### config.mk
export PLATFORM = sky130hd
export DESIGN_NAME = asrc_host
export DESIGN_NICKNAME = d
export VERILOG_FILES = /design/src/include/asrc_pkg.sv /design/src/rtl/asrc_sync.sv /design/src/rtl/asrc_host.sv
export SDC_FILE = /design/constraint.sdc
export NUM_CORES = 1
export LEC_CHECK = 0
export CORE_MARGIN = 1
export CORE_UTILIZATION = 50
export DETAILED_ROUTE_END_ITERATION = 6
export DONT_BUFFER_PORTS = 1
export SYNTH_ARGS = -nofsm -noshare
export SYNTH_HDL_FRONTEND = slang
export SYNTH_SLANG_ARGS = --single-unit
### constraint.sdc
create_clock -name i_clock -period 3.55 [get_ports i_clock]
set_clock_uncertainty 0.05 [all_clocks]
set_input_delay 0 -clock i_clock [delete_from_list [all_inputs] [get_ports i_clock]]
set_output_delay 0 -clock i_clock [all_outputs]
set_load 0.01 [all_outputs]
### src/include/asrc_pkg.sv
// asrc_pkg: constants and carrier types for the async sram host controller
// assumes a 20 MHz system clock; sram timings other than OUTPUT_ACCESS_NS are rounded to whole cycles
package asrc_pkg;

  localparam int unsigned CLOCK_MHZ     = 20;
  localparam int unsigned CLOCK_NS      = 1000 / CLOCK_MHZ;

  localparam int unsigned ADDR_WIDTH    = 18;
  localparam int unsigned DATA_WIDTH    = 16;
  localparam int unsigned LANE_COUNT    = 2;

  // least times round up
  localparam int unsigned READ_ACCESS_NS     = 70;
  localparam int unsigned OUTPUT_ACCESS_NS   = 35;
  localparam int unsigned RELEASE_NS         = 25;
  localparam int unsigned SELECT_TO_END_NS   = 30;
  localparam int unsigned ADDR_TO_END_NS     = 30;
  localparam int unsigned DATA_TO_END_NS     = 25;
  localparam int unsigned WRITE_RECOVERY_NS  = 0;

  function automatic int unsigned ns_to_cycles(input int unsigned ns);
    int unsigned c;
    c = (ns + CLOCK_NS - 1) / CLOCK_NS;
    return (c < 1) ? 1 : c;
  endfunction : ns_to_cycles

  localparam int unsigned READ_CYCLES     = ns_to_cycles(READ_ACCESS_NS);
  localparam int unsigned RELEASE_CYCLES  = ns_to_cycles(RELEASE_NS);
  localparam int unsigned WRITE_CYCLES    = ns_to_cycles(SELECT_TO_END_NS > ADDR_TO_END_NS ?
                                                          SELECT_TO_END_NS : ADDR_TO_END_NS);
  localparam int unsigned DATA_CYCLES     = ns_to_cycles(DATA_TO_END_NS);
  localparam int unsigned RECOVERY_CYCLES = ns_to_cycles(WRITE_RECOVERY_NS);
  localparam int unsigned COUNT_WIDTH     = 4;

  // pins driven toward the sram
  typedef struct packed {
    logic [ADDR_WIDTH-1:0] address;
    logic                  ram_select_active_low;
    logic                  ram_select_active_high;
    logic                  ram_write_strobe_n;
    logic                  ram_output_strobe_n;
    logic                  lower_byte_lane_n;
    logic                  upper_byte_lane_n;
  } asrc_pins_type;

  // user request
  typedef struct packed {
    logic                  write;
    logic [ADDR_WIDTH-1:0] address;
    logic [DATA_WIDTH-1:0] data;
    logic [LANE_COUNT-1:0] lanes;
  } asrc_request_type;

  localparam asrc_pins_type PINS_IDLE = '{
    address: '0, ram_select_active_low: 1'b1, ram_select_active_high: 1'b0,
    ram_write_strobe_n: 1'b1, ram_output_strobe_n: 1'b1,
    lower_byte_lane_n: 1'b1, upper_byte_lane_n: 1'b1};

endpackage : asrc_pkg

### src/rtl/asrc_sync.sv
// asrc_sync: two-flop synchroniser for the sram data pins
// assumes the pins are asynchronous to i_clock
`timescale 1ns/1ps
`default_nettype none
module asrc_sync #(
  parameter int unsigned WIDTH = 16
) (
  // clock and reset
  input  wire logic             i_clock,
  input  wire logic             i_reset_n,
  // data
  input  wire logic [WIDTH-1:0] i_async,
  output logic      [WIDTH-1:0] o_sync
);
  logic [WIDTH-1:0] first_q;
  logic [WIDTH-1:0] second_q;

  always_ff @(posedge i_clock or negedge i_reset_n) begin
    if (!i_reset_n) begin
      first_q  <= '0;
      second_q <= '0;
    end else begin
      first_q  <= i_async;
      second_q <= first_q;
    end
  end

  assign o_sync = second_q;
endmodule : asrc_sync
`default_nettype wire

### src/rtl/asrc_host.sv
// asrc_host: host-side controller driving an asynchronous 256K x 16 sram
// assumes one 20 MHz clock; the sram has no clock, timing is met by counted cycles
`timescale 1ns/1ps
`default_nettype none
module asrc_host
  import asrc_pkg::*;
#(
  parameter int unsigned ADDR_BITS = asrc_pkg::ADDR_WIDTH,
  parameter int unsigned DATA_BITS = asrc_pkg::DATA_WIDTH
) (
  // clock and reset
  input  wire logic                        i_clock,
  input  wire logic                        i_reset_n,
  // user request
  input  wire logic                        i_request_valid,
  output logic                             o_request_ready,
  input  wire asrc_pkg::asrc_request_type  i_request,
  // user answer
  output logic                             o_answer_valid,
  output logic [asrc_pkg::DATA_WIDTH-1:0]  o_answer_data,
  // sram pins
  output asrc_pkg::asrc_pins_type          o_pins,
  input  wire logic [asrc_pkg::DATA_WIDTH-1:0] i_ram_data,
  output logic [asrc_pkg::DATA_WIDTH-1:0]  o_ram_data,
  output logic [asrc_pkg::DATA_WIDTH-1:0]  o_ram_data_oe
);
  import asrc_pkg::*;

  typedef enum logic [5:0] {
    ST_IDLE    = 6'b000001,
    ST_READ    = 6'b000010,
    ST_WRITE   = 6'b000100,
    ST_RECOVER = 6'b001000,
    ST_RELEASE = 6'b010000,
    ST_DONE    = 6'b100000
  } asrc_state_type;

  asrc_state_type         state_q;
  logic [COUNT_WIDTH-1:0] count_q;
  asrc_pins_type          pins_q;
  logic [DATA_WIDTH-1:0]  wdata_q;
  logic [LANE_COUNT-1:0]  lanes_q;
  logic                   drive_q;
  logic                   answer_q;
  logic [DATA_WIDTH-1:0]  answer_data_q;
  logic [DATA_WIDTH-1:0]  ram_data_sync;

  function automatic logic [DATA_WIDTH-1:0] lane_mask(input logic [LANE_COUNT-1:0] lanes);
    return {{8{lanes[1]}}, {8{lanes[0]}}};
  endfunction : lane_mask

  asrc_sync #(.WIDTH(DATA_WIDTH)) u_sync (
    .i_clock  (i_clock),
    .i_reset_n(i_reset_n),
    .i_async  (i_ram_data),
    .o_sync   (ram_data_sync)
  );

  assign o_request_ready = (state_q == ST_IDLE);

  // sequencer
  always_ff @(posedge i_clock or negedge i_reset_n) begin
    if (!i_reset_n) begin
      state_q <= ST_IDLE;
      count_q <= '0;
    end else begin
      case (state_q)
        ST_IDLE: begin
          count_q <= '0;
          if (i_request_valid && |i_request.lanes) begin
            state_q <= i_request.write ? ST_WRITE : ST_READ;
          end
        end
        ST_READ: begin
          // two extra cycles cover the data synchroniser
          count_q <= count_q + 1'b1;
          if (count_q == COUNT_WIDTH'(READ_CYCLES + 1)) begin
            state_q <= ST_RELEASE;
            count_q <= '0;
          end
        end
        ST_WRITE: begin
          count_q <= count_q + 1'b1;
          if (count_q == COUNT_WIDTH'(WRITE_CYCLES - 1)) begin
            state_q <= ST_RECOVER;
            count_q <= '0;
          end
        end
        ST_RECOVER: begin
          count_q <= count_q + 1'b1;
          if (count_q == COUNT_WIDTH'(RECOVERY_CYCLES - 1)) begin
            state_q <= ST_DONE;
            count_q <= '0;
          end
        end
        ST_RELEASE: begin
          count_q <= count_q + 1'b1;
          if (count_q == COUNT_WIDTH'(RELEASE_CYCLES - 1)) begin
            state_q <= ST_DONE;
            count_q <= '0;
          end
        end
        ST_DONE: begin
          state_q <= ST_IDLE;
        end
        default: begin
          state_q <= ST_IDLE;
          count_q <= '0;
        end
      endcase
    end
  end

  // pin drive
  always_ff @(posedge i_clock or negedge i_reset_n) begin
    if (!i_reset_n) begin
      pins_q <= PINS_IDLE;
    end else begin
      case (state_q)
        ST_IDLE: begin
          pins_q <= PINS_IDLE;
          if (i_request_valid && |i_request.lanes) begin
            // address and selects rise with the strobe in one edge
            pins_q.address                <= i_request.address;
            pins_q.ram_select_active_low  <= 1'b0;
            pins_q.ram_select_active_high <= 1'b1;
            pins_q.lower_byte_lane_n      <= ~i_request.lanes[0];
            pins_q.upper_byte_lane_n      <= ~i_request.lanes[1];
            pins_q.ram_write_strobe_n     <= ~i_request.write;
            pins_q.ram_output_strobe_n    <= i_request.write;
          end
        end
        ST_WRITE: begin
          if (count_q == COUNT_WIDTH'(WRITE_CYCLES - 1)) begin
            // strobe, selects and lanes end together; address stays
            pins_q.ram_write_strobe_n     <= 1'b1;
            pins_q.ram_select_active_low  <= 1'b1;
            pins_q.ram_select_active_high <= 1'b0;
            pins_q.lower_byte_lane_n      <= 1'b1;
            pins_q.upper_byte_lane_n      <= 1'b1;
          end
        end
        ST_READ: begin
          if (count_q == COUNT_WIDTH'(READ_CYCLES + 1)) begin
            pins_q                        <= PINS_IDLE;
            pins_q.address                <= pins_q.address;
          end
        end
        ST_RECOVER, ST_RELEASE, ST_DONE: begin
          pins_q.ram_output_strobe_n <= 1'b1;
        end
        default: begin
          pins_q <= PINS_IDLE;
        end
      endcase
    end
  end

  // write data bus
  always_ff @(posedge i_clock or negedge i_reset_n) begin
    if (!i_reset_n) begin
      wdata_q <= '0;
      lanes_q <= '0;
      drive_q <= 1'b0;
    end else begin
      if (state_q == ST_IDLE && i_request_valid && |i_request.lanes && i_request.write) begin
        // data valid from strobe fall, well over the 25 ns overlap
        wdata_q <= i_request.data;
        lanes_q <= i_request.lanes;
        drive_q <= 1'b1;
      end else if (state_q != ST_WRITE) begin
        drive_q <= 1'b0;
      end
    end
  end

  assign o_ram_data    = wdata_q;
  // output strobe is high whenever drive is on, so no contention
  assign o_ram_data_oe = drive_q ? lane_mask(lanes_q) : '0;
  assign o_pins        = pins_q;

  // read answer
  always_ff @(posedge i_clock or negedge i_reset_n) begin
    if (!i_reset_n) begin
      answer_q      <= 1'b0;
      answer_data_q <= '0;
    end else begin
      answer_q <= 1'b0;
      if (state_q == ST_READ && count_q == COUNT_WIDTH'(READ_CYCLES + 1)) begin
        // disabled lanes read as zero
        answer_data_q <= ram_data_sync & lane_mask(~{pins_q.upper_byte_lane_n,
                                                    pins_q.lower_byte_lane_n});
        answer_q      <= 1'b1;
      end
    end
  end

  assign o_answer_valid = answer_q;
  assign o_answer_data  = answer_data_q;
endmodule : asrc_host
`default_nettype wire

Yosys cells after proc, flatten, opt, wreduce, memory -nomap -nowiden:

Cells that the tools add are included.

* flip-flop bits (word level): 102
* input port bits: 56
* output and inout port bits: 74
* logic and storage cells: 75

* add/subtract/negate cells: 1
* eq/ne operators: 12
* mux-type cells: 21
* bitwise operators: 9
* reductions and logical operators: 16

Operator list (count)
* 18-bit one-hot mux with 3 select lines: 1
* 6-bit 2-to-1 mux: 5
* 24-bit 2-to-1 mux: 1
* 6-bit one-hot mux with 4 select lines: 1
* 16-bit AND: 1
* 16-bit 2-to-1 mux: 1
* 3-bit one-hot mux with 4 select lines: 1
* 4-bit one-hot mux with 3 select lines: 1
* 4-bit 2-to-1 mux: 2
* 2-bit one-hot mux with 4 select lines: 1
* 1-bit NOT: 7
* 6-bit by 1-bit == test with 1-bit output, second input constant: 1
* 6-bit by 2-bit == test with 1-bit output, second input constant: 1
* 6-bit by 3-bit == test with 1-bit output, second input constant: 1
* 6-bit by 4-bit == test with 1-bit output, second input constant: 1
* 6-bit by 5-bit == test with 1-bit output, second input constant: 1
* 6-bit == test, second input constant: 1
* 3-bit 2-to-1 mux: 2
* 6-bit by 3-bit != test with 1-bit output, second input constant: 1
* 3-bit OR reduction: 2
* 1-bit logical AND: 5
* 4-bit by 1-bit adder with 4-bit output, second input constant: 1
* 4-bit by 2-bit == test with 1-bit output, second input constant: 1
* 4-bit zero test: 1
* other kinds (12): 18

Depth between registers and ports, before layout:

* depth in word-level cells: 5
* depth in mapped cells: 8
* gate-level depth less buffers: 6

Modules after synthesis:

Synthesis repeated with hierarchy kept, for this count alone.

* cells, all modules: 290
* area total of the unflattened synthesis: 3865.0 um2

Modules (own cells, without submodules)
* asrc_host: times used 1, cells an instance 258, area each 3064.2 um2, seq. area each 1759.2 um2
* asrc_sync: times used 1, cells an instance 32, area each 800.8 um2, seq. area each 800.8 um2

Worst setup path before layout:

Ideal clock, no wire load.

* path type: reg-to-reg
* start: register state_q[0]
* end: register pins_q (netlist bit o_pins[16])
* setup time: 121 ps
* data arrival time: 1578 ps
* data required time: 3379 ps
* setup slack: 1801 ps
* stages on the path, launching flop included: 8
* path buffers: 3
* clock period less this slack: 1749 ps
* cells stage by stage: dfstp_2 nor2_1 and3_1 buf_2 a311o_1 buf_6 buf_6 a22o_1

* cells in the longest elaborated chain, start to end: 4
* elaborated cells on any way between the ends: 11
* those cells by class: eq/ne (6); mux (1); bitwise (2); reduce/logical (2)

Ends and longest elaborated chain
* start: declaration: RTL line asrc_host.sv:38 `asrc_state_type state_q;`
* start signal: assignment: RTL line asrc_host.sv:71 `state_q <= i_request.write ? ST_WRITE : ST_READ;`
* branches (longest 4 deep; another with 18-bit one-hot mux with 3 select lines)
* end: declaration: RTL line asrc_host.sv:40 `asrc_pins_type pins_q;`

Parallel ways; which one is timed is not known.
A chain may end at the register's enable or synchronous reset.

Worst setup path after layout:

* start: register state_q[3]
* end: register lanes_q[1]

* cells in the longest elaborated chain, start to end: 4

Ends and longest elaborated chain
* 6-bit by 1-bit == test with 1-bit output: RTL line asrc_host.sv:166 `if (state_q == ST_IDLE && i_request_valid && |i_request.lanes && i_request.write) begin`
* 1-bit logical AND (3 in a row): RTL line asrc_host.sv:166
* end signal: assignment: RTL line asrc_host.sv:169 `lanes_q <= i_request.lanes;`
* end: declaration: RTL line asrc_host.sv:42 `logic [LANE_COUNT-1:0] lanes_q;`

Every way passes these cells.

==> results.txt <==
PD cells - 639 mW/mm2
starting density of the core - 52.3%
DRC viols - 0
fin nets - 387
final instance area - 0.00460 mm2
cts hold-fix bufs - 58
Seq cells post-synth - 102
Die Y - 89.8 um
number of global-route vias before repair - 2323
initial antenna violation count - 0
P_leak - 2.10 nW
max incr delay on CP - 470 ps
status - finished clean
register area share after synthesis - 66.4%
Die X - 89.8 um
CP Class - register to register
P&R area growth vs syn - 19.2%
GRT overflow - 0
Final Cycle Share - 67.9%
RSZ-0062 raised after global routing - no
Mapped Area - 0.00386 mm2
CTS max path bufs - 2
diode count - 0
mux contribution to synthesized area - 7.75%
Critical Path Source Type - register
Avg Cell Area, Syn - 13.6 um2
main flop type after synthesis - dfrtp_1
Final Setup Violations - 0
GRT Total Usage - 18.8%
core box area - 0.00737 mm2
crit path max fanout - 21
setup bufs post-CTS - 0
post-CTS sizing - 0
gpl congestion - 0.808
maxcap violations - 0
CTS tree - built
PortBufs - 0
Worst setup EP type - register
CTS buffer count - 9
cells after synthesis - 284
actual slew at the worst max-slew pin - 874 ps
First DRT Iteration DRCs - 129
Mapped Nets - 342
clock tree sinks - 102
Die ar. - 0.00807 mm2
Rel. slew slack - 42.1%
simple-gate share of the synthesized area - 9.37%
Peak VDD IR - 0.379 mV
post-synthesis adder-cell area fraction - 0.649%
EDFF count, synth - 0
largest net degree at the start of global routing - 103
Max Slew Vio Count - 0
H-tree Lvls - 3
clock latency at the later pin of the worst-skew pair - 360 ps
First-pass DRT Iterations - 4
average wire per standard cell - 16.4 um
post-synthesis compound-gate area fraction - 9.63%
layout cell share with drive strength beyond 1 - 14.1%
Layout Cells excl Fill - 433
post-synth top area share - 62.3%
IO Pins - 130
main area contributors after synthesis - dfrtp_1 62%, mux2_4 6.6%, a22o_1 4.3%, dfstp_2 4.1%, buf_4 2.7%
clock root cell - clkbuf_8
placed cell areas - 0.00380 mm2
Synth Warn # - 0
Hold Fails Final Rpt - 0
Worst Path Required - 3740 ps
worst min-delay path class - input port to register
Setup Total Neg Slack - 0 ps
first-pass GRT wire length - 11.7 mm
Final HPWL DP - 4.33 mm
row count - 31
Slowest-stage cell, CP - dfrtp_1
DR vias/cell - 5.10
hold slack - 57.9 ps
placed cell count - 359
Arr. time, crit path - 2600 ps
routed via count - 2207
FMAX - 415 MHz
XOR/XNOR Fraction of Synth Area - 0.681%
Worst-path clk slew - 100 ps
ANT nets after route - 0
fraction of registers with async set/reset - 100%
largest area contributor in the netlist - dfrtp_1
worst path cell trace - nor3_2 > nand3_1 > nor2_2 > buf_4 > nand2_2 > mux2_1
clock period minus worst slack - 2410 ps
Routed WL - 7.09 mm
main combinational cell family by area after synthesis - compound AO/OA/AOI/OAI gates
Synth cell types - 40
-- critical path: cells and delay by family (launching register included) --
family / cells / cell delay, ps
buf+inv: 1 / 250
simple gates: 4 / 1070
flops: 1 / 470
mux: 1 / 460
-- final cells by class --
cell class                      count  area, um2
Clock buffer                       10        138
Clock inverter                      6       61.3
Fill cell                         568       2770
Inverter                            5       18.8
Multi-Input combinational cell    151       1080
Sequential cell                   102       2560
Tap cell                           99        124
Timing Repair Buffer               60        613
-- state kept, by name, indices dropped and copies added, names as in the netlist, 2 cells and up --
register and count:
o_ram_data 16, count_q 4, state_q 6, o_answer_data 16, o_pins 24, lanes_q 2, u_sync.first_q 16, u_sync.o_sync 16
-- cells in the mapped netlist, types with 2 or more instances --
cell type and instances:
dfstp_2 6, or3_1 2, o21a_1 3, nand2_1 27
a21oi_1 2, nor3_1 2, buf_6 5, dfrtp_1 96
o21ai_1 21, mux2_4 17, a22o_1 19, nor2_1 7
buf_2 6, mux2_1 3, nand3_1 5, and2_1 2
nand2b_1 16, inv_1 4, buf_4 14, and3_1 2
xor2_1 2, ha_1 2, o21ai_0 4
-- per-stage QoR --
stage                     setup WS [ps]  power, mW  utilization, %
after detailed placement           1190       2.15            51.6
after floorplan                    1800       2.09               -
final                              1140       2.94            62.4
after global routing               1000       3.09            62.4
after CTS                          1180       2.95            62.4
after global placement             1270       2.14            51.6
-- per-layer routing --
| metal | track usage, % | wire length, um | up-vias |
|---|---|---|---|
| met5 | 0 | 0 | - |
| met4 | 8.20 | 68 | 0 |
| met3 | 5.08 | 480 | 6 |
| met2 | 29.2 | 3380 | 92 |
| met1 | 25.0 | 3150 | 1062 |
| li1 | - | - | 1047 |
-- cells in the final DEF (no fill, tap or decap), types with 2 or more instances in the layout --
cell type and instances:
dfrtp_1 96, dlygate4sd3_1 57, nand2_1 27, o21ai_1 21, a22o_1 19, mux2_4 17
nand2b_1 16, clkbuf_8 10, nor2_1 7, dfstp_2 6, nand3_1 5, inv_1 4
o21ai_0 4, o21a_1 3, mux2_1 3, and2_1 2, and3_1 2, or3_1 2
a21oi_1 2, xor2_1 2, nor3_1 2, ha_1 2, inv_8 2, buf_4 2
-- logic make-up (layout without fill, tap and decap cells) --
logic type / count (synthesis) / count (layout)
compound gates: 54 / 54
simple gates: 71 / 71
fa+ha+maj: 2 / 2
buf+inv: 31 / 81
xor+xnor: 3 / 3
flops: 102 / 102
mux: 21 / 21
-- report_power, final --
group | leakage (nW) | total [mW] | internal [mW] | switching (mW)
Sequential | 1.28 | 1.64 | 1.38 | 0.254
Clock | 0.103 | 0.715 | 0.293 | 0.422
Combinational | 0.712 | 0.583 | 0.322 | 0.261
-- final timing paths --
| path | startpoint | to | slack (ps) | depth (start not counted) |
|---|---|---|---|---|
| worst max-delay path | state_q[3]$_DFFE_PN0P_ | lanes_q[1]$_DFFE_PN0P_ | 1140 | 6 |
| worst min-delay path | i_request[0] | o_pins[5]$_DFFE_PN1P_ | 60 | 3 |
| worst max register to register | state_q[3]$_DFFE_PN0P_ | lanes_q[1]$_DFFE_PN0P_ | 1140 | 6 |
| worst min register to register | u_sync.first_q[6]$_DFF_PN0_ | u_sync.o_sync[6]$_DFF_PN0_ | 310 | 0 |
| max in group asynchronous | i_reset_n | o_pins[3]$_DFFE_PN1P_ | 2880 | 2 |
| min in group asynchronous | i_reset_n | count_q[0]$_DFFE_PN0N_ | 150 | 2 |
(Power assumes the default switching activity.)
